[config.mk]
export PLATFORM = sky130hd
export DESIGN_NAME = metering_interrupt_flags
export DESIGN_NICKNAME = d
export VERILOG_FILES = /design/src/rtl/metering_irq_pkg.sv /design/src/rtl/metering_interrupt_flags.sv
export SDC_FILE = /design/constraint.sdc
export NUM_CORES = 1
export LEC_CHECK = 0
export BUFFER_PORTS_ARGS = -buffer_cell sky130_fd_sc_hd__buf_2
export CELL_PAD_IN_SITES_DETAIL_PLACEMENT = 0
export CELL_PAD_IN_SITES_GLOBAL_PLACEMENT = 2
export CORE_MARGIN = 5
export CORE_UTILIZATION = 34
export CTS_CLUSTER_DIAMETER = 120
export DETAILED_ROUTE_END_ITERATION = 7
export GPL_TIMING_DRIVEN = 0
export HOLD_SLACK_MARGIN = 0.08
export PLACE_DENSITY = 0.92
export SKIP_CTS_REPAIR_TIMING = 1
export SYNTH_ARGS = -nofsm -noshare
export SYNTH_HDL_FRONTEND = slang
export SYNTH_SLANG_ARGS = --single-unit
[constraint.sdc]
create_clock -name core_clk -period 6.9 [get_ports core_clk]
set_input_delay 0.345 -clock core_clk [delete_from_list [all_inputs] [get_ports core_clk]]
set_output_delay 0.345 -clock core_clk [all_outputs]
set_load 0.01 [all_outputs]
[src/rtl/metering_irq_pkg.sv]
// constants shared by the metering interrupt flag block
package metering_irq_pkg;

  // register byte offsets on the special function register port
  localparam logic [7:0] OFS_IRQ_ENABLE_LOW = 8'hd9;
  localparam logic [7:0] OFS_IRQ_ENABLE_MID = 8'hda;
  localparam logic [7:0] OFS_IRQ_ENABLE_HIGH = 8'hdb;
  localparam logic [7:0] OFS_IRQ_STATUS_LOW = 8'hdc;
  localparam logic [7:0] OFS_IRQ_STATUS_MID = 8'hdd;
  localparam logic [7:0] OFS_IRQ_STATUS_HIGH = 8'hde;

  // implemented bits per register; the rest read zero, except low status bit 7, which reads the summary
  localparam logic [7:0] MASK_LOW = 8'h3f;
  localparam logic [7:0] MASK_MID = 8'hff;
  localparam logic [7:0] MASK_HIGH = 8'hbf;
  // high enable has no bit 7, so reset done alone never raises the summary
  localparam logic [7:0] MASK_ENABLE_HIGH = 8'h3f;

  localparam logic [7:0] RESET_ENABLE = 8'h00;
  localparam logic [7:0] RESET_STATUS = 8'h00;
  localparam logic [7:0] READ_UNMAPPED = 8'h00;

  // low status / enable fields
  localparam int BIT_SUMMARY = 7;
  localparam int BIT_FAULT_MODE_CHANGE = 5;
  localparam int BIT_REACTIVE_SIGN_CHANGE = 4;
  localparam int BIT_ACTIVE_SIGN_CHANGE = 3;
  localparam int BIT_APPARENT_NOLOAD = 2;
  localparam int BIT_REACTIVE_NOLOAD = 1;
  localparam int BIT_ACTIVE_NOLOAD = 0;

  // mid status / enable fields
  localparam int BIT_PULSE_OUT_SECOND = 7;
  localparam int BIT_PULSE_OUT_FIRST = 6;
  localparam int BIT_APPARENT_OVERFLOW = 5;
  localparam int BIT_REACTIVE_OVERFLOW = 4;
  localparam int BIT_ACTIVE_OVERFLOW = 3;
  localparam int BIT_APPARENT_HALF = 2;
  localparam int BIT_REACTIVE_HALF = 1;
  localparam int BIT_ACTIVE_HALF = 0;

  // high status / enable fields
  localparam int BIT_RESET_DONE = 7;
  localparam int BIT_WAVEFORM_READY = 5;
  localparam int BIT_CURRENT_PEAK = 4;
  localparam int BIT_VOLTAGE_PEAK = 3;
  localparam int BIT_LINE_CYCLE_DONE = 2;
  localparam int BIT_CROSSING_TIMEOUT = 1;
  localparam int BIT_VOLTAGE_CROSSING = 0;

  // index of each register in the flag and enable arrays
  localparam int IDX_LOW = 0;
  localparam int IDX_MID = 1;
  localparam int IDX_HIGH = 2;
  localparam int NUM_REGS = 3;

endpackage : metering_irq_pkg

[src/rtl/metering_interrupt_flags.sv]
// interrupt status and enable registers of the metering front end
//
// Operation
// - summary bit set while any enabled flag set
// - low bit 5 on fault mode change
// - low bit 4 on reactive sign change
// - low bit 3 on active sign change
// - low bit 2 on apparent or rms noload
// - low bits 1,0 on reactive/active noload
// - mid bit 7 on every second pulse
// - mid bit 6 on every first pulse
// - mid bits 5..3 on accumulator overflow
// - mid bits 2..0 on accumulator half full
// - high bit 7 at end of any reset
// - high bit 5 on new waveform samples
// - high bit 4 when current exceeds threshold
// - high bit 3 when voltage exceeds threshold
// - high bit 2 at line cycle accumulation end
// - high bit 1 on zero crossing timeout
// - high bit 0 on voltage zero crossing
// - low enable bits 5..0 gate low flags
// - mid enable bits 7..0 gate mid flags
// - high enable bits 5..0 gate high flags
// - sign detect on filtered power or per pulse
`timescale 1ns/1ps

module metering_interrupt_flags #(
  parameter int CURRENT_WIDTH = 24,
  parameter int VOLTAGE_WIDTH = 16
) (
  input wire logic core_clk,
  input wire logic sys_rst,
  // special function register port
  input wire logic [7:0] sfr_addr,
  input wire logic sfr_wr,
  input wire logic [7:0] sfr_wdata,
  input wire logic sfr_rd,
  output logic [7:0] sfr_rdata,
  // software reset request, held high while the reset lasts
  input wire logic soft_reset,
  // sign and mode levels from the power datapath
  input wire logic sign_detect_select,
  input wire logic active_power_sign,
  input wire logic reactive_power_sign,
  input wire logic fault_mode,
  // one-cycle event pulses from the datapath
  input wire logic pulse_out_first,
  input wire logic pulse_out_second,
  input wire logic apparent_noload,
  input wire logic irms_noload_enter,
  input wire logic reactive_noload,
  input wire logic active_noload,
  input wire logic apparent_energy_overflow,
  input wire logic reactive_energy_overflow,
  input wire logic active_energy_overflow,
  input wire logic apparent_energy_half,
  input wire logic reactive_energy_half,
  input wire logic active_energy_half,
  input wire logic waveform_sample_ready,
  input wire logic line_cycle_done,
  input wire logic crossing_timeout,
  input wire logic voltage_crossing,
  // waveform samples and peak thresholds
  input wire logic [CURRENT_WIDTH-1:0] current_sample,
  input wire logic [VOLTAGE_WIDTH-1:0] voltage_sample,
  input wire logic [CURRENT_WIDTH-1:0] current_peak_threshold,
  input wire logic [VOLTAGE_WIDTH-1:0] voltage_peak_threshold,
  // pending interrupt toward the processor core
  output logic metering_irq_summary
);

  logic [7:0] flags_q [metering_irq_pkg::NUM_REGS];
  logic [7:0] enable_q [metering_irq_pkg::NUM_REGS];
  logic [7:0] set_vec [metering_irq_pkg::NUM_REGS];
  logic [7:0] clr_vec [metering_irq_pkg::NUM_REGS];
  logic [7:0] reg_mask [metering_irq_pkg::NUM_REGS];

  logic summary_q;
  logic [7:0] rdata_q;

  // sign tracking
  logic sign_valid_q;
  logic act_prev_q;
  logic react_prev_q;
  logic fault_prev_q;
  logic act_pulse_q;
  logic react_pulse_q;
  logic act_pulse_valid_q;
  logic react_pulse_valid_q;
  logic act_change;
  logic react_change;
  logic fault_change;

  // reset end tracking
  logic boot_done_q;
  logic soft_prev_q;
  logic reset_end;

  // peak detection
  logic [CURRENT_WIDTH-1:0] current_mag;
  logic [VOLTAGE_WIDTH-1:0] voltage_mag;
  logic current_peak;
  logic voltage_peak;

  assign reg_mask[metering_irq_pkg::IDX_LOW] = metering_irq_pkg::MASK_LOW;
  assign reg_mask[metering_irq_pkg::IDX_MID] = metering_irq_pkg::MASK_MID;
  assign reg_mask[metering_irq_pkg::IDX_HIGH] = metering_irq_pkg::MASK_HIGH;

  // sign change detection

  // filtered-signal history; the valid bit stops the first sample after
  // reset from looking like a change
  always_ff @(posedge core_clk) begin
    if (sys_rst) begin
      sign_valid_q <= 1'b0;
      act_prev_q <= 1'b0;
      react_prev_q <= 1'b0;
      fault_prev_q <= 1'b0;
    end else begin
      sign_valid_q <= 1'b1;
      act_prev_q <= active_power_sign;
      react_prev_q <= reactive_power_sign;
      fault_prev_q <= fault_mode;
    end
  end

  // per-pulse history: the sign is only looked at when a pulse leaves
  always_ff @(posedge core_clk) begin
    if (sys_rst) begin
      act_pulse_q <= 1'b0;
      react_pulse_q <= 1'b0;
      act_pulse_valid_q <= 1'b0;
      react_pulse_valid_q <= 1'b0;
    end else begin
      if (pulse_out_first) begin
        act_pulse_q <= active_power_sign;
        act_pulse_valid_q <= 1'b1;
      end
      if (pulse_out_second) begin
        react_pulse_q <= reactive_power_sign;
        react_pulse_valid_q <= 1'b1;
      end
    end
  end

  always_comb begin
    if (sign_detect_select) begin
      act_change = pulse_out_first && act_pulse_valid_q
                   && (active_power_sign != act_pulse_q);
      react_change = pulse_out_second && react_pulse_valid_q
                     && (reactive_power_sign != react_pulse_q);
    end else begin
      act_change = sign_valid_q && (active_power_sign != act_prev_q);
      react_change = sign_valid_q && (reactive_power_sign != react_prev_q);
    end
  end

  assign fault_change = sign_valid_q && (fault_mode != fault_prev_q);

  // reset end

  // hardware reset end shows one edge after release; software reset end
  // shows on the falling edge of its request
  always_ff @(posedge core_clk) begin
    if (sys_rst) begin
      boot_done_q <= 1'b0;
      soft_prev_q <= 1'b0;
    end else begin
      boot_done_q <= 1'b1;
      soft_prev_q <= soft_reset;
    end
  end

  assign reset_end = !boot_done_q || (soft_prev_q && !soft_reset);

  // peak detection

  // magnitude of the twos complement sample; the most negative code
  // wraps back to its own pattern, which still compares as largest
  always_comb begin
    if (current_sample[CURRENT_WIDTH-1]) begin
      current_mag = CURRENT_WIDTH'(~current_sample + 1'b1);
    end else begin
      current_mag = current_sample;
    end
    if (voltage_sample[VOLTAGE_WIDTH-1]) begin
      voltage_mag = VOLTAGE_WIDTH'(~voltage_sample + 1'b1);
    end else begin
      voltage_mag = voltage_sample;
    end
  end

  // compared only when a fresh sample lands
  assign current_peak = waveform_sample_ready
                        && (current_mag > current_peak_threshold);
  assign voltage_peak = waveform_sample_ready
                        && (voltage_mag > voltage_peak_threshold);

  // event to flag mapping

  always_comb begin
    set_vec[metering_irq_pkg::IDX_LOW] = 8'h00;
    set_vec[metering_irq_pkg::IDX_LOW][metering_irq_pkg::BIT_FAULT_MODE_CHANGE] =
      fault_change;
    set_vec[metering_irq_pkg::IDX_LOW][metering_irq_pkg::BIT_REACTIVE_SIGN_CHANGE] =
      react_change;
    set_vec[metering_irq_pkg::IDX_LOW][metering_irq_pkg::BIT_ACTIVE_SIGN_CHANGE] =
      act_change;
    set_vec[metering_irq_pkg::IDX_LOW][metering_irq_pkg::BIT_APPARENT_NOLOAD] =
      apparent_noload || irms_noload_enter;
    set_vec[metering_irq_pkg::IDX_LOW][metering_irq_pkg::BIT_REACTIVE_NOLOAD] =
      reactive_noload;
    set_vec[metering_irq_pkg::IDX_LOW][metering_irq_pkg::BIT_ACTIVE_NOLOAD] =
      active_noload;

    // pulse flags follow the pulse even while the pin itself is disabled
    set_vec[metering_irq_pkg::IDX_MID] = 8'h00;
    set_vec[metering_irq_pkg::IDX_MID][metering_irq_pkg::BIT_PULSE_OUT_SECOND] =
      pulse_out_second;
    set_vec[metering_irq_pkg::IDX_MID][metering_irq_pkg::BIT_PULSE_OUT_FIRST] =
      pulse_out_first;
    set_vec[metering_irq_pkg::IDX_MID][metering_irq_pkg::BIT_APPARENT_OVERFLOW] =
      apparent_energy_overflow;
    set_vec[metering_irq_pkg::IDX_MID][metering_irq_pkg::BIT_REACTIVE_OVERFLOW] =
      reactive_energy_overflow;
    set_vec[metering_irq_pkg::IDX_MID][metering_irq_pkg::BIT_ACTIVE_OVERFLOW] =
      active_energy_overflow;
    set_vec[metering_irq_pkg::IDX_MID][metering_irq_pkg::BIT_APPARENT_HALF] =
      apparent_energy_half;
    set_vec[metering_irq_pkg::IDX_MID][metering_irq_pkg::BIT_REACTIVE_HALF] =
      reactive_energy_half;
    set_vec[metering_irq_pkg::IDX_MID][metering_irq_pkg::BIT_ACTIVE_HALF] =
      active_energy_half;

    set_vec[metering_irq_pkg::IDX_HIGH] = 8'h00;
    set_vec[metering_irq_pkg::IDX_HIGH][metering_irq_pkg::BIT_RESET_DONE] =
      reset_end;
    set_vec[metering_irq_pkg::IDX_HIGH][metering_irq_pkg::BIT_WAVEFORM_READY] =
      waveform_sample_ready;
    set_vec[metering_irq_pkg::IDX_HIGH][metering_irq_pkg::BIT_CURRENT_PEAK] =
      current_peak;
    set_vec[metering_irq_pkg::IDX_HIGH][metering_irq_pkg::BIT_VOLTAGE_PEAK] =
      voltage_peak;
    set_vec[metering_irq_pkg::IDX_HIGH][metering_irq_pkg::BIT_LINE_CYCLE_DONE] =
      line_cycle_done;
    set_vec[metering_irq_pkg::IDX_HIGH][metering_irq_pkg::BIT_CROSSING_TIMEOUT] =
      crossing_timeout;
    set_vec[metering_irq_pkg::IDX_HIGH][metering_irq_pkg::BIT_VOLTAGE_CROSSING] =
      voltage_crossing;
  end

  // software clear

  // writing 0 to a flag clears it, writing 1 leaves it; this way writing
  // ones to all other bits clears one bit without wiping flags raised in between
  always_comb begin
    for (int r = 0; r < metering_irq_pkg::NUM_REGS; r++) begin
      clr_vec[r] = 8'h00;
    end
    if (sfr_wr) begin
      if (sfr_addr == metering_irq_pkg::OFS_IRQ_STATUS_LOW) begin
        clr_vec[metering_irq_pkg::IDX_LOW] = ~sfr_wdata;
      end else if (sfr_addr == metering_irq_pkg::OFS_IRQ_STATUS_MID) begin
        clr_vec[metering_irq_pkg::IDX_MID] = ~sfr_wdata;
      end else if (sfr_addr == metering_irq_pkg::OFS_IRQ_STATUS_HIGH) begin
        clr_vec[metering_irq_pkg::IDX_HIGH] = ~sfr_wdata;
      end
    end
  end

  // sticky flags, one per bit

  for (genvar g = 0; g < metering_irq_pkg::NUM_REGS * 8; g++) begin : g_flag
    localparam int R = g / 8;
    localparam int B = g % 8;
    always_ff @(posedge core_clk) begin
      if (sys_rst) begin
        flags_q[R][B] <= metering_irq_pkg::RESET_STATUS[B];
      end else if (!reg_mask[R][B]) begin
        flags_q[R][B] <= 1'b0;
      end else if (set_vec[R][B]) begin
        flags_q[R][B] <= 1'b1;
      end else if (clr_vec[R][B]) begin
        flags_q[R][B] <= 1'b0;
      end
    end
  end

  // enable registers

  always_ff @(posedge core_clk) begin
    if (sys_rst) begin
      for (int r = 0; r < metering_irq_pkg::NUM_REGS; r++) begin
        enable_q[r] <= metering_irq_pkg::RESET_ENABLE;
      end
    end else if (sfr_wr) begin
      if (sfr_addr == metering_irq_pkg::OFS_IRQ_ENABLE_LOW) begin
        enable_q[metering_irq_pkg::IDX_LOW] <= sfr_wdata
                                               & metering_irq_pkg::MASK_LOW;
      end else if (sfr_addr == metering_irq_pkg::OFS_IRQ_ENABLE_MID) begin
        enable_q[metering_irq_pkg::IDX_MID] <= sfr_wdata
                                               & metering_irq_pkg::MASK_MID;
      end else if (sfr_addr == metering_irq_pkg::OFS_IRQ_ENABLE_HIGH) begin
        enable_q[metering_irq_pkg::IDX_HIGH] <= sfr_wdata
                                                & metering_irq_pkg::MASK_ENABLE_HIGH;
      end
    end
  end

  // summary flag

  // registered so the core sees a clean level; it lags the flags by one edge
  always_ff @(posedge core_clk) begin
    if (sys_rst) begin
      summary_q <= 1'b0;
    end else begin
      summary_q <= |(flags_q[metering_irq_pkg::IDX_LOW]
                     & enable_q[metering_irq_pkg::IDX_LOW])
                   | |(flags_q[metering_irq_pkg::IDX_MID]
                       & enable_q[metering_irq_pkg::IDX_MID])
                   | |(flags_q[metering_irq_pkg::IDX_HIGH]
                       & enable_q[metering_irq_pkg::IDX_HIGH]);
    end
  end

  assign metering_irq_summary = summary_q;

  // read port

  // data appears the edge after the read strobe; reads have no side effect
  always_ff @(posedge core_clk) begin
    if (sys_rst) begin
      rdata_q <= metering_irq_pkg::READ_UNMAPPED;
    end else if (sfr_rd) begin
      if (sfr_addr == metering_irq_pkg::OFS_IRQ_ENABLE_LOW) begin
        rdata_q <= enable_q[metering_irq_pkg::IDX_LOW];
      end else if (sfr_addr == metering_irq_pkg::OFS_IRQ_ENABLE_MID) begin
        rdata_q <= enable_q[metering_irq_pkg::IDX_MID];
      end else if (sfr_addr == metering_irq_pkg::OFS_IRQ_ENABLE_HIGH) begin
        rdata_q <= enable_q[metering_irq_pkg::IDX_HIGH];
      end else if (sfr_addr == metering_irq_pkg::OFS_IRQ_STATUS_LOW) begin
        rdata_q <= {summary_q, flags_q[metering_irq_pkg::IDX_LOW][6:0]};
      end else if (sfr_addr == metering_irq_pkg::OFS_IRQ_STATUS_MID) begin
        rdata_q <= flags_q[metering_irq_pkg::IDX_MID];
      end else if (sfr_addr == metering_irq_pkg::OFS_IRQ_STATUS_HIGH) begin
        rdata_q <= flags_q[metering_irq_pkg::IDX_HIGH];
      end else begin
        rdata_q <= metering_irq_pkg::READ_UNMAPPED;
      end
    end
  end

  assign sfr_rdata = rdata_q;

endmodule : metering_interrupt_flags

; ---- Word-level counts from Yosys, hierarchy flattened
; Memory sizes are Yosys's and may differ from the RTL's.
; Index checks and enable logic that the tools add are counted.
[classes]
muxes = 229
addsub = 2
n_reduce_logical = 17
magnitude_cmp = 2
eq_ne = 11
bitwise = 56
[ops]
columns = operator, n
row1 = 1-bit 2-to-1 mux, 212
row2 = 8-bit 2-to-1 mux, 12
row3 = 1-bit bitwise OR, 50
row4 = "8-bit == test, second input constant", 6
row5 = 16-bit 2-to-1 mux, 2
row6 = "24-bit by 1-bit adder with 24-bit output, second input constant", 1
row7 = 8-bit bitwise AND, 3
row8 = 24-bit greater-than comparator, 1
row9 = 24-bit 2-to-1 mux, 1
row10 = 24-bit inverter, 1
row11 = 8-bit OR reduction, 3
row12 = 22-bit 2-to-1 mux, 1
row13 = "16-bit by 1-bit adder with 16-bit output, second input constant", 1
row14 = 16-bit greater-than comparator, 1
row15 = 16-bit inverter, 1
row16 = 1-bit logical AND, 10
row17 = 8-bit inverter, 1
row18 = 6-bit 2-to-1 mux, 1
row19 = 1-bit != test, 5
row20 = 1-bit zero test, 2
row21 = 1-bit logical OR, 2
[word_totals]
elab_cells = 330
n_memories = 2
inputBits = 121
output_inout_bits = 9
register_bits = 18
ramBits = 48
[memory_table]
columns = memory, words, width, read_ports, rd_clocked_by_memory_dff, wr, line_no
row1 = enable_q, 3, 8, 3, 0, 3, metering_interrupt_flags.sv:73  ; logic [7:0] enable_q [metering_irq_pkg::NUM_REGS];
row2 = flags_q, 3, 8, 3, 0, 3, metering_interrupt_flags.sv:72  ; logic [7:0] flags_q [metering_irq_pkg::NUM_REGS];

; ---- Logic depth before layout (Yosys ltp)
; Gate-level depths: netlist of run 1.
[depth]
depth_word = 10
depth_mapped = 14
depth_no_buf = 14

; ---- Worst setup path after synthesis of run 1
; OpenSTA, ideal clock, no wires.
[synth_timing]
kind = input to register
from = input port current_sample[3]
to = memory flags_q[2][4], enable pin
setup_time_ps = 263
path_stages = 13
path_slack_ps = 3214
n_path_buf = 0
arrival_time_ps = 3424
cell_sequence = or3_4 -> or3b_4 -> nand2b_4 -> or4_4 -> o41ai_2 -> xnor2_1 -> ha_1 -> a21oi_1 -> nand2_1 -> a221oi_1 -> o41ai_1 -> a211oi_1 -> o221ai_1
[synth_lines]
columns = item, line_no
row1 = from (decl), metering_interrupt_flags.sv:64  ; input wire logic [CURRENT_WIDTH-1:0] current_sample,
row2 = to (decl), metering_interrupt_flags.sv:72

==> results of run 1 <==
## worst min path at each step
stage,from,end,slack [ns],cells after the start
3_3_place_gp,sfr_rdata[7]$_SDFFE_PP0P_,sfr_rdata[7]$_SDFFE_PP0P_,0.46,2
2_1_floorplan,act_pulse_valid_q$_SDFFE_PP0P_,act_pulse_valid_q$_SDFFE_PP0P_,0.45,2
5_1_grt,active_power_sign,act_prev_q$_SDFF_PP0_,0.30,2
6_report,fault_mode,fault_prev_q$_SDFF_PP0_,0.27,2
3_5_place_dp,sfr_rdata[7]$_SDFFE_PP0P_,sfr_rdata[7]$_SDFFE_PP0P_,0.46,2
4_1_cts,soft_reset,soft_prev_q$_SDFF_PP0_,0.28,2
## registers in the layout, indices dropped and copies added (netlist names)
signal / cells
soft_prev_q: 1
act_pulse_q: 1
enable_q: 20
react_pulse_valid_q: 1
sfr_rdata: 8
fault_prev_q: 1
flags_q: 21
act_prev_q: 1
metering_irq_summary: 1
act_pulse_valid_q: 1
react_prev_q: 1
boot_done_q: 1
react_pulse_q: 1
## power by group
part	switching (mW)	leakage, nW	internal (mW)	total, mW
clock network	0.152	0.163	0.319	0.471
registers	0.0160	0.561	0.404	0.420
logic	0.125	1.87	0.108	0.233
## cells by family (layout without fill, tap and decap cells)
group                    after synthesis  after routing  synth area share [%]
adder cells (fa/ha/maj)               42             42                  11.2
multiplexers                          10             10                  2.17
buffers and inverters                 70            214                  5.62
flip-flops                            59             59                  34.0
XOR/XNOR                              35             35                  6.56
AO/OA/AOI/OAI                        136            136                  19.4
AND/OR/NAND/NOR                      182            182                  21.0
## final cells by class
| class | instances | area (µm²) |
|---|---|---|
| buffer | 19 | 71.3 |
| timing repair buffer | 128 | 641 |
| clock buffer | 12 | 278 |
| fill | 1363 | 7490 |
| multi-input combinational | 405 | 2820 |
| clock inverter | 4 | 45.0 |
| sequential | 59 | 1590 |
| inverter | 51 | 191 |
| tap | 176 | 220 |
## Yosys cell counts, types with 9 or more instances
master | count | area, µm²
a21oi_1 | 21 | 105
and2_1 | 11 | 68.8
clkbuf_1 | 18 | 67.6
dfxtp_1 | 18 | 360
edfxtp_1 | 41 | 1230
ha_1 | 42 | 526
inv_1 | 50 | 188
mux2i_1 | 9 | 90.1
nand2_1 | 28 | 105
nand2b_1 | 16 | 100
nand3_1 | 11 | 55.1
nor2_1 | 44 | 165
nor2b_1 | 22 | 138
nor3_1 | 14 | 70.1
o21ai_0 | 41 | 205
o31ai_1 | 11 | 82.6
xnor2_1 | 33 | 289
## through the flow
stage,setup WS [ns],utilization (%),instances,area (µm²),power [mW]
2_1_floorplan,3.21,-,534,4670,0.564
3_3_place_gp,2.69,41.5,838,5540,0.652
3_5_place_dp,2.66,41.5,838,5540,0.659
4_1_cts,2.97,43.9,854,5860,1.13
5_1_grt,2.76,43.9,854,5860,1.18
6_report,3.04,43.9,854,5860,1.12
## routing by layer
layer	GRT usage [%]	up-vias
li1	-	2224
met1	19.8	1990
met2	30.6	132
met3	3.21	20
met4	5.93	0
met5	0	-
## worst max-delay path: cells and delay by family
kind / cells / cell delay, ns
buffers and inverters: 1 / 0.12
adder cells (fa/ha/maj): 1 / 0.27
AO/OA/AOI/OAI: 6 / 1.46
XOR/XNOR: 1 / 0.16
AND/OR/NAND/NOR: 5 / 1.57
==> flow_summary_export.csv, run 1 <==
group,metric,value,unit
logic_synthesis,syn_nets,697,
worst_setup_path,r2r_end,"metering_irq_summary$_SDFF_PP0_",
logic_synthesis,syn-instance-count,534,
timing,fin_crit_sh,55.9,%
outcome,outcome,"finished, final reports clean",
clocking,cts-root-buf,"clkbuf_16",
routing,met3_length,737,µm
grt,grt_pass1_wl,22200,µm
final_layout,fin_nets,836,
timing,tightest_slew,1.29,ns
final_layout,layout_common_cells,"128 x buf_2, 50 x inv_1, 44 x nor2_1",
routing,wl_met2,6680,µm
logic_synthesis,avgSynthCellArea,8.75,µm²
final_layout,area_growth,25.3,%
logic_synthesis,ys_async_sr_fraction,0,%
grt,overflow,0,
timing,whs,0.272,ns
routing,vias,4366,
clocking,clkTransAtPathRegs,0.05,ns
logic_synthesis,ys_ff_latch,59,
timing,slew_viol_final,0,
routing,wl_per_cell,15.7,µm
pwr,leakagePower,2.59,nW
timing,fin_skew,0.00523,ns
worst_setup_path,rr_startpoint,"flags_q[1][4]$_SDFFCE_PP0P_",
worst_setup_path,critPathSlowestCell,"or4_4",
grt,grt_pass1_vias,4703,
worst_setup_path,critPathLaunchType,"input pin",
routing,routedLengthMet1,5650,µm
logic_synthesis,ys_seq_area_share,34.0,%
floorplanning,core,0.0133,mm²
timing,setup_violations,0,
routing,firstDrtPassIters,4,
worst_setup_path,crit_arrival,3.92,ns
routing,ant_nets,0,
routing,drt_iter0_drc,257,
timing,hold_violations,0,
timing,fin_tns_setup,0,ns
floorplanning,start_util,35.0,%
clocking,cts_made_buffers,9,
logic_synthesis,syn_area,0.00467,mm²
floorplanning,die_width,127,µm
pwr,ir_worst_vdd,0.000110,V
routing,drc,0,
run,cap_violations,0,
logic_synthesis,yosysUniqueCellTypes,54,
grt,grt_max_degree,11,
logic_synthesis,ys_warn_count,0,
final_layout,final_common_cell,"buf_2",
clocking,htreeDepth,3,
worst_setup_path,cp-end-kind,"register",
floorplanning,io-pin-count,130,
place,io_buffer_count,128,
worst_setup_path,r2r_slack,5.57,ns
final_layout,drive_above_1_share,22.4,%
clocking,cts_buffer_depth,2,
final_layout,n_antenna_cell,0,
routing,routed.top_layer,"met4",
min_path,hold_class,"input pin to register",
timing,max_freq,0.259,GHz
worst_setup_path,worstSetupPathType,"input pin to register",
timing,slew_headroom,13.1,%
clocking,cts.sinks,59,
worst_setup_path,crit_required,6.96,ns
logic_synthesis,synthFlopType,"edfxtp_1",
floorplanning,fp.dieH,127,µm
place,place_congestion,0.893,
routing,wl,13400,µm
worst_setup_path,crit_start,"current_sample[3]",
worst_setup_path,crit_path_max_incr_delay,0.53,ns
worst_setup_path,crit_end,"flags_q[2][4]$_SDFFCE_PP0P_",
timing,period_minus_slack,3.86,ns
pwr,powerDensity,192,mW/mm²
grt,grt_use_total,16.9,%
routing,routed_via_density,5.11,
floorplanning,dieArea,0.0162,mm²
worst_setup_path,reg2reg_depth,4,
logic_synthesis,synth_edf_count,41,
worst_setup_path,crit_chain,"buf_2 -> or3_4 -> or3b_4 -> nand2b_4 -> or4_4 -> o41ai_2 -> xnor2_1 -> ha_1 -> a21oi_1 -> nand2_1 -> a221oi_1 -> o41ai_1 -> a211oi_1 -> o221ai_1",
place,dpl.hpwl,11300,µm
grt,antenna_found_initial,0,
floorplanning,fp-row-count,42,
clocking,clk_latency,0.32,ns
timing,rsz0062_at_grt,"no",
worst_setup_path,critPathMaxFanout,4,
clocking,cts_tree,"done",
(Power assumes the default switching activity.)
==> run 2: changes to the inputs <==
CORE_UTILIZATION = 28   (was 34)
PLACE_DENSITY = 0.81   (was 0.92)
clock period = 3.2 ns   (was 6.9 ns; I/O delays follow)
==> flow_summary_export.csv, run 2 (synthesized netlist as in run 1, its figures left out) <==
group,metric,value,unit
worst_setup_path,worstSetupPathType,"input pin to register",
floorplanning,die_width,139,µm
worst_setup_path,crit_chain,"buf_6 -> or3_4 -> or3b_4 -> nand2b_4 -> or4_4 -> o41ai_4 -> xnor2_1 -> ha_1 -> nand4_1 -> nor2_1 -> a221oi_2 -> o41ai_2 -> a211oi_2 -> buf_4 -> o221ai_2",
pwr,clockPowerShare,36.1,%
min_path,hold_start,"fault_mode",
final_layout,regMostFlops,"flags_q",
timing,slew_headroom,23.2,%
min_path,hold_class,"input pin to register",
routing,wl_per_cell,15.8,µm
timing,rsz0062_at_grt,"yes",
outcome,outcome,"complete, but fails checks",
routing,wl,14300,µm
timing,setup_violations,2,
clocking,cts-root-buf,"clkbuf_16",
final_layout,n_antenna_cell,0,
worst_setup_path,crit_required,3.27,ns
grt,grt_pass1_vias,4722,
final_layout,final_common_cell,"buf_2",
pwr,p_int,1.63,mW
timing,fin_skew,0.00458,ns
final_layout,largest_reg_flops,21,
place,dpl.hpwl,11800,µm
clocking,htreeDepth,3,
pwr,ir_worst_vdd,0.000300,V
worst_setup_path,crit_path_max_incr_delay,0.60,ns
worst_setup_path,r2r_slack,1.77,ns
timing,period_minus_slack,3.64,ns
floorplanning,io-pin-count,130,
timing,slew_viol_final,0,
floorplanning,fp.dieH,139,µm
final_layout,area_growth,29.1,%
final_layout,fin_nets,844,
worst_setup_path,critPathSlowestCell,"or4_4",
worst_setup_path,critPathMaxFanout,4,
outcome,violations,"negative setup slack",
floorplanning,fp-row-count,47,
grt,grt_pass1_wl,22500,µm
pwr,leakagePower,2.65,nW
timing,tightest_slew,1.14,ns
worst_setup_path,critPathLaunchType,"input pin",
routing,ant_nets,0,
worst_setup_path,reg2reg_depth,4,
final_layout,fin_util,36.6,%
floorplanning,core,0.0165,mm²
clocking,cts.sinks,59,
min_path,hold_path_end,"fault_prev_q$_SDFF_PP0_",
pwr,seqPwrFrac,40.0,%
timing,max_freq,0.275,GHz
final_layout,drive_above_1_share,24.7,%
worst_setup_path,crit_arrival,3.71,ns
clocking,clkTransAtPathRegs,0.05,ns
pwr,switchingPower,636,µW
grt,overflow,0,
worst_setup_path,rr_startpoint,"flags_q[1][4]$_SDFFCE_PP0P_",
pwr,comb_power_share,24.0,%
timing,hold_violations,0,
clocking,cts_made_buffers,9,
pwr,powerDensity,376,mW/mm²
pwr,power,2.27,mW
place,io_buffer_count,128,
clocking,clk_latency,0.32,ns
min_path,whs_path_depth,2,
final_layout,layout_common_cells,"126 x buf_2, 50 x inv_1, 43 x nor2_1",
grt,grt_use_total,14.3,%
routing,vias,4459,
routing,drt_iter0_drc,173,
place,place_congestion,0.878,
timing,fin_ws,-0.436,ns
grt,grt_max_degree,11,
clocking,cts_tree,"done",
worst_setup_path,r2r_end,"metering_irq_summary$_SDFF_PP0_",
worst_setup_path,crit_start,"current_sample[4]",
run,cap_violations,0,
routing,routed_via_density,4.93,
grt,antenna_found_initial,1,
worst_setup_path,cp-end-kind,"register",
place,dp_slack,-0.926,ns
timing,fin_crit_sh,114,%
floorplanning,dieArea,0.0194,mm²
routing,drc,0,
routing,firstDrtPassIters,6,
clocking,cts_buffer_depth,2,
pwr,p_sw_share,28.0,%
floorplanning,start_util,28.4,%
-- run 2: worst max path at each step --
stage                                  endpoint  slack (ns)
floorplan           flags_q[2][4]$_SDFFCE_PP0P_       -0.26
global placement    flags_q[2][4]$_SDFFCE_PP0P_       -0.87
detailed placement  flags_q[2][4]$_SDFFCE_PP0P_       -0.93
CTS                 flags_q[2][4]$_SDFFCE_PP0P_       -0.60
global route        flags_q[2][4]$_SDFFCE_PP0P_       -0.51
finish              flags_q[2][4]$_SDFFCE_PP0P_       -0.44
-- run 2: worst max-delay path: cells and delay by family --
kind,cells,cell delay (ns)
adders and majority gates,1,0.33
buffers and inverters,2,0.27
xor gates and xnor gates,1,0.12
AOI/OAI and AO/OA,5,0.96
and+or+nand+nor,6,1.87
-- run 2: metrics by stage --
stage / area, µm² / std cells / TNS, ns / hold slack (ns)
3_3_place_gp: 5590 / 882 / -2.10 / 0.409
3_5_place_dp: 5590 / 882 / -2.45 / 0.424
4_1_cts: 5840 / 897 / -1.23 / 0.0883
2_1_floorplan: 4670 / 534 / -0.466 / 0.276
6_report: 6030 / 905 / -0.841 / 0.0942
5_1_grt: 6030 / 905 / -1.02 / 0.103
-- run 2: layout make-up --
type                    instances  area [µm²]
plain buffers                  19        71.3
inverters                      51         191
fillers                      1752       10400
repair buffers                136         713
flip-flops and latches         59        1590
clock inverters                 4        18.8
clock buffers                  11         233
well taps                     220         275
multi-input cells             405        2940
-- run 2: power groups by stage --
stage          sequential, mW  combinational, mW  clock (mW)
6_report                0.907              0.543       0.818
5_1_grt                 0.911              0.614       0.873
4_1_cts                 0.905              0.513       0.843
3_5_place_dp            0.919              0.508           0
3_3_place_gp            0.919              0.494           0
2_1_floorplan           0.906              0.309           0
-- run 2: per-layer routing --
layer | part of all wire [%] | global-route usage, % | up-vias | routed length, µm
li1 | - | - | 2231 | -
met1 | 40 | 16.0 | 2062 | 5790
met2 | 52 | 26.9 | 143 | 7470
met3 | 5.6 | 3.34 | 21 | 807
met4 | 1.6 | 3.66 | 2 | 236
met5 | 0.091 | 0 | - | 13
==> run 3: changes to the inputs <==
SETUP_SLACK_MARGIN = 0.15   (was unset)
==> flow_summary_export.csv, run 3 (synthesized netlist as in run 1, its figures left out) <==
group,metric,value,unit
timing,period_minus_slack,3.59,ns
timing,setup_violations,2,
place,dp_cells,882,
pwr,ir_worst_vdd,0.000265,V
grt,grt_pass1_wl,21900,µm
worst_setup_path,worstSetupPathType,"input pin to register",
grt,grt_use_total,13.8,%
routing,wl_per_cell,15.4,µm
grt,overflow,0,
pwr,powerDensity,395,mW/mm²
pwr,comb_power_share,22.1,%
routing,firstDrtPassIters,5,
place,place_congestion,0.872,
final_layout,final_common_cell,"buf_2",
clocking,clk_latency,0.32,ns
final_layout,regArea,0.00159,mm²
timing,slew_headroom,14.9,%
timing,fin_tns_setup,-0.746,ns
worst_setup_path,critPathLaunchType,"input pin",
floorplanning,fp-row-count,47,
routing,vias,4420,
place,dp_slack,-0.938,ns
final_layout,area_growth,29.8,%
routing,drc,0,
final_layout,fin_util,36.9,%
worst_setup_path,cp-end-kind,"register",
pwr,p_int,1.76,mW
pwr,seqPwrFrac,37.9,%
place,io_buffer_count,128,
outcome,violations,"negative setup slack",
floorplanning,io-pin-count,130,
worst_setup_path,crit_arrival,3.66,ns
routing,drt_iter0_drc,162,
timing,fin_skew,0.00913,ns
worst_setup_path,critPathMaxFanout,4,
clocking,cts-root-buf,"clkbuf_16",
routing,routed_via_density,4.88,
floorplanning,die_width,139,µm
timing,fin_ws,-0.387,ns
pwr,leakagePower,2.66,nW
pwr,switchingPower,636,µW
timing,rsz0062_at_grt,"yes",
final_layout,n_antenna_cell,0,
pwr,clockPowerShare,40.0,%
final_layout,largest_reg_flops,21,
floorplanning,start_util,28.4,%
outcome,outcome,"complete, but fails checks",
floorplanning,dieArea,0.0194,mm²
floorplanning,fp.dieH,139,µm
pwr,p_sw_share,26.5,%
worst_setup_path,crit_required,3.27,ns
final_layout,instances_no_fill,906,
place,dpl.hpwl,11700,µm
final_layout,drive_above_1_share,24.6,%
clocking,cts_tree,"done",
final_layout,multi_input_area,0.00292,mm²
clocking,cts.sinks,59,
floorplanning,core,0.0165,mm²
run,cap_violations,0,
clocking,cts_made_buffers,9,
clocking,clkTransAtPathRegs,0.05,ns
timing,slew_viol_final,0,
worst_setup_path,crit_start,"current_sample[4]",
final_layout,nFillCells,1754,
timing,tightest_slew,1.26,ns
grt,grt_pass1_vias,4561,
final_layout,layout_common_cells,"126 x buf_2, 50 x inv_1, 43 x nor2_1",
min_path,hold_class,"input pin to register",
grt,antenna_found_initial,1,
final_layout,fin_nets,844,
timing,fin_crit_sh,112,%
grt,grt_max_degree,11,
timing,hold_violations,0,
routing,ant_nets,0,
clocking,cts_buffer_depth,2,
min_path,hold_start,"fault_mode",
final_layout,regMostFlops,"flags_q",
routing,wl,13900,µm
timing,max_freq,0.279,GHz
clocking,htreeDepth,3,
worst_setup_path,rr_startpoint,"flags_q[1][4]$_SDFFCE_PP0P_",
[run 3: worst paths after layout]
check | to | slack, ns | depth (start not counted)
max | flags_q[2][4]$_SDFFCE_PP0P_ | -0.39 | 15
min | fault_prev_q$_SDFF_PP0_ | 0.09 | 2
max reg2reg | metering_irq_summary$_SDFF_PP0_ | 1.87 | 4
min reg2reg | sfr_rdata[7]$_SDFFE_PP0P_ | 0.46 | 2
[run 3: worst max-delay path, cell delays in order]
cell      delay [ns]
buf_6           0.09
or3_4           0.37
or3b_4          0.41
nand2b_4        0.17
or4_4           0.60
o41ai_4         0.25
xnor2_1         0.12
ha_1            0.33
nand4_1         0.26
nor2_1          0.09
a221oi_2        0.24
o41ai_2         0.11
a211oi_2        0.19
buf_4           0.16
o221ai_2        0.09
[run 3: through the flow]
stage | hold WS [ns] | total power [mW] | cell area (µm²)
finish | 0.0935 | 2.40 | 6070
global route | 0.112 | 2.52 | 6070
CTS | 0.0759 | 2.39 | 5900
detailed placement | 0.415 | 1.43 | 5600
global placement | 0.410 | 1.41 | 5600
floorplan | 0.276 | 1.22 | 4680
[run 3: cell type report]
class	instances	area share, %
tap	220	4.54
clock buffer	14	4.35
sequential	59	26.2
inverter	51	3.15
clock inverter	2	0.577
multi-input combinational	405	48.2
timing repair buffer	136	11.8
buffer	19	1.18
[run 3: power by group through the flow]
| stage | Clock [mW] | Combinational, mW | Sequential [mW] |
|---|---|---|---|
| floorplan | 0 | 0.310 | 0.906 |
| global placement | 0 | 0.495 | 0.919 |
| detailed placement | 0 | 0.506 | 0.919 |
| CTS | 0.974 | 0.510 | 0.905 |
| global route | 1.01 | 0.601 | 0.910 |
| finish | 0.958 | 0.530 | 0.907 |
[run 3: per-layer routing]
layer / vias up / share of wire [%] / GRT usage, %
li1: 2235 / - / -
met1: 2033 / 42 / 16.3
met2: 124 / 51 / 25.1
met3: 26 / 5.0 / 2.93
met4: 2 / 1.7 / 3.96
met5: - / 0.050 / 0
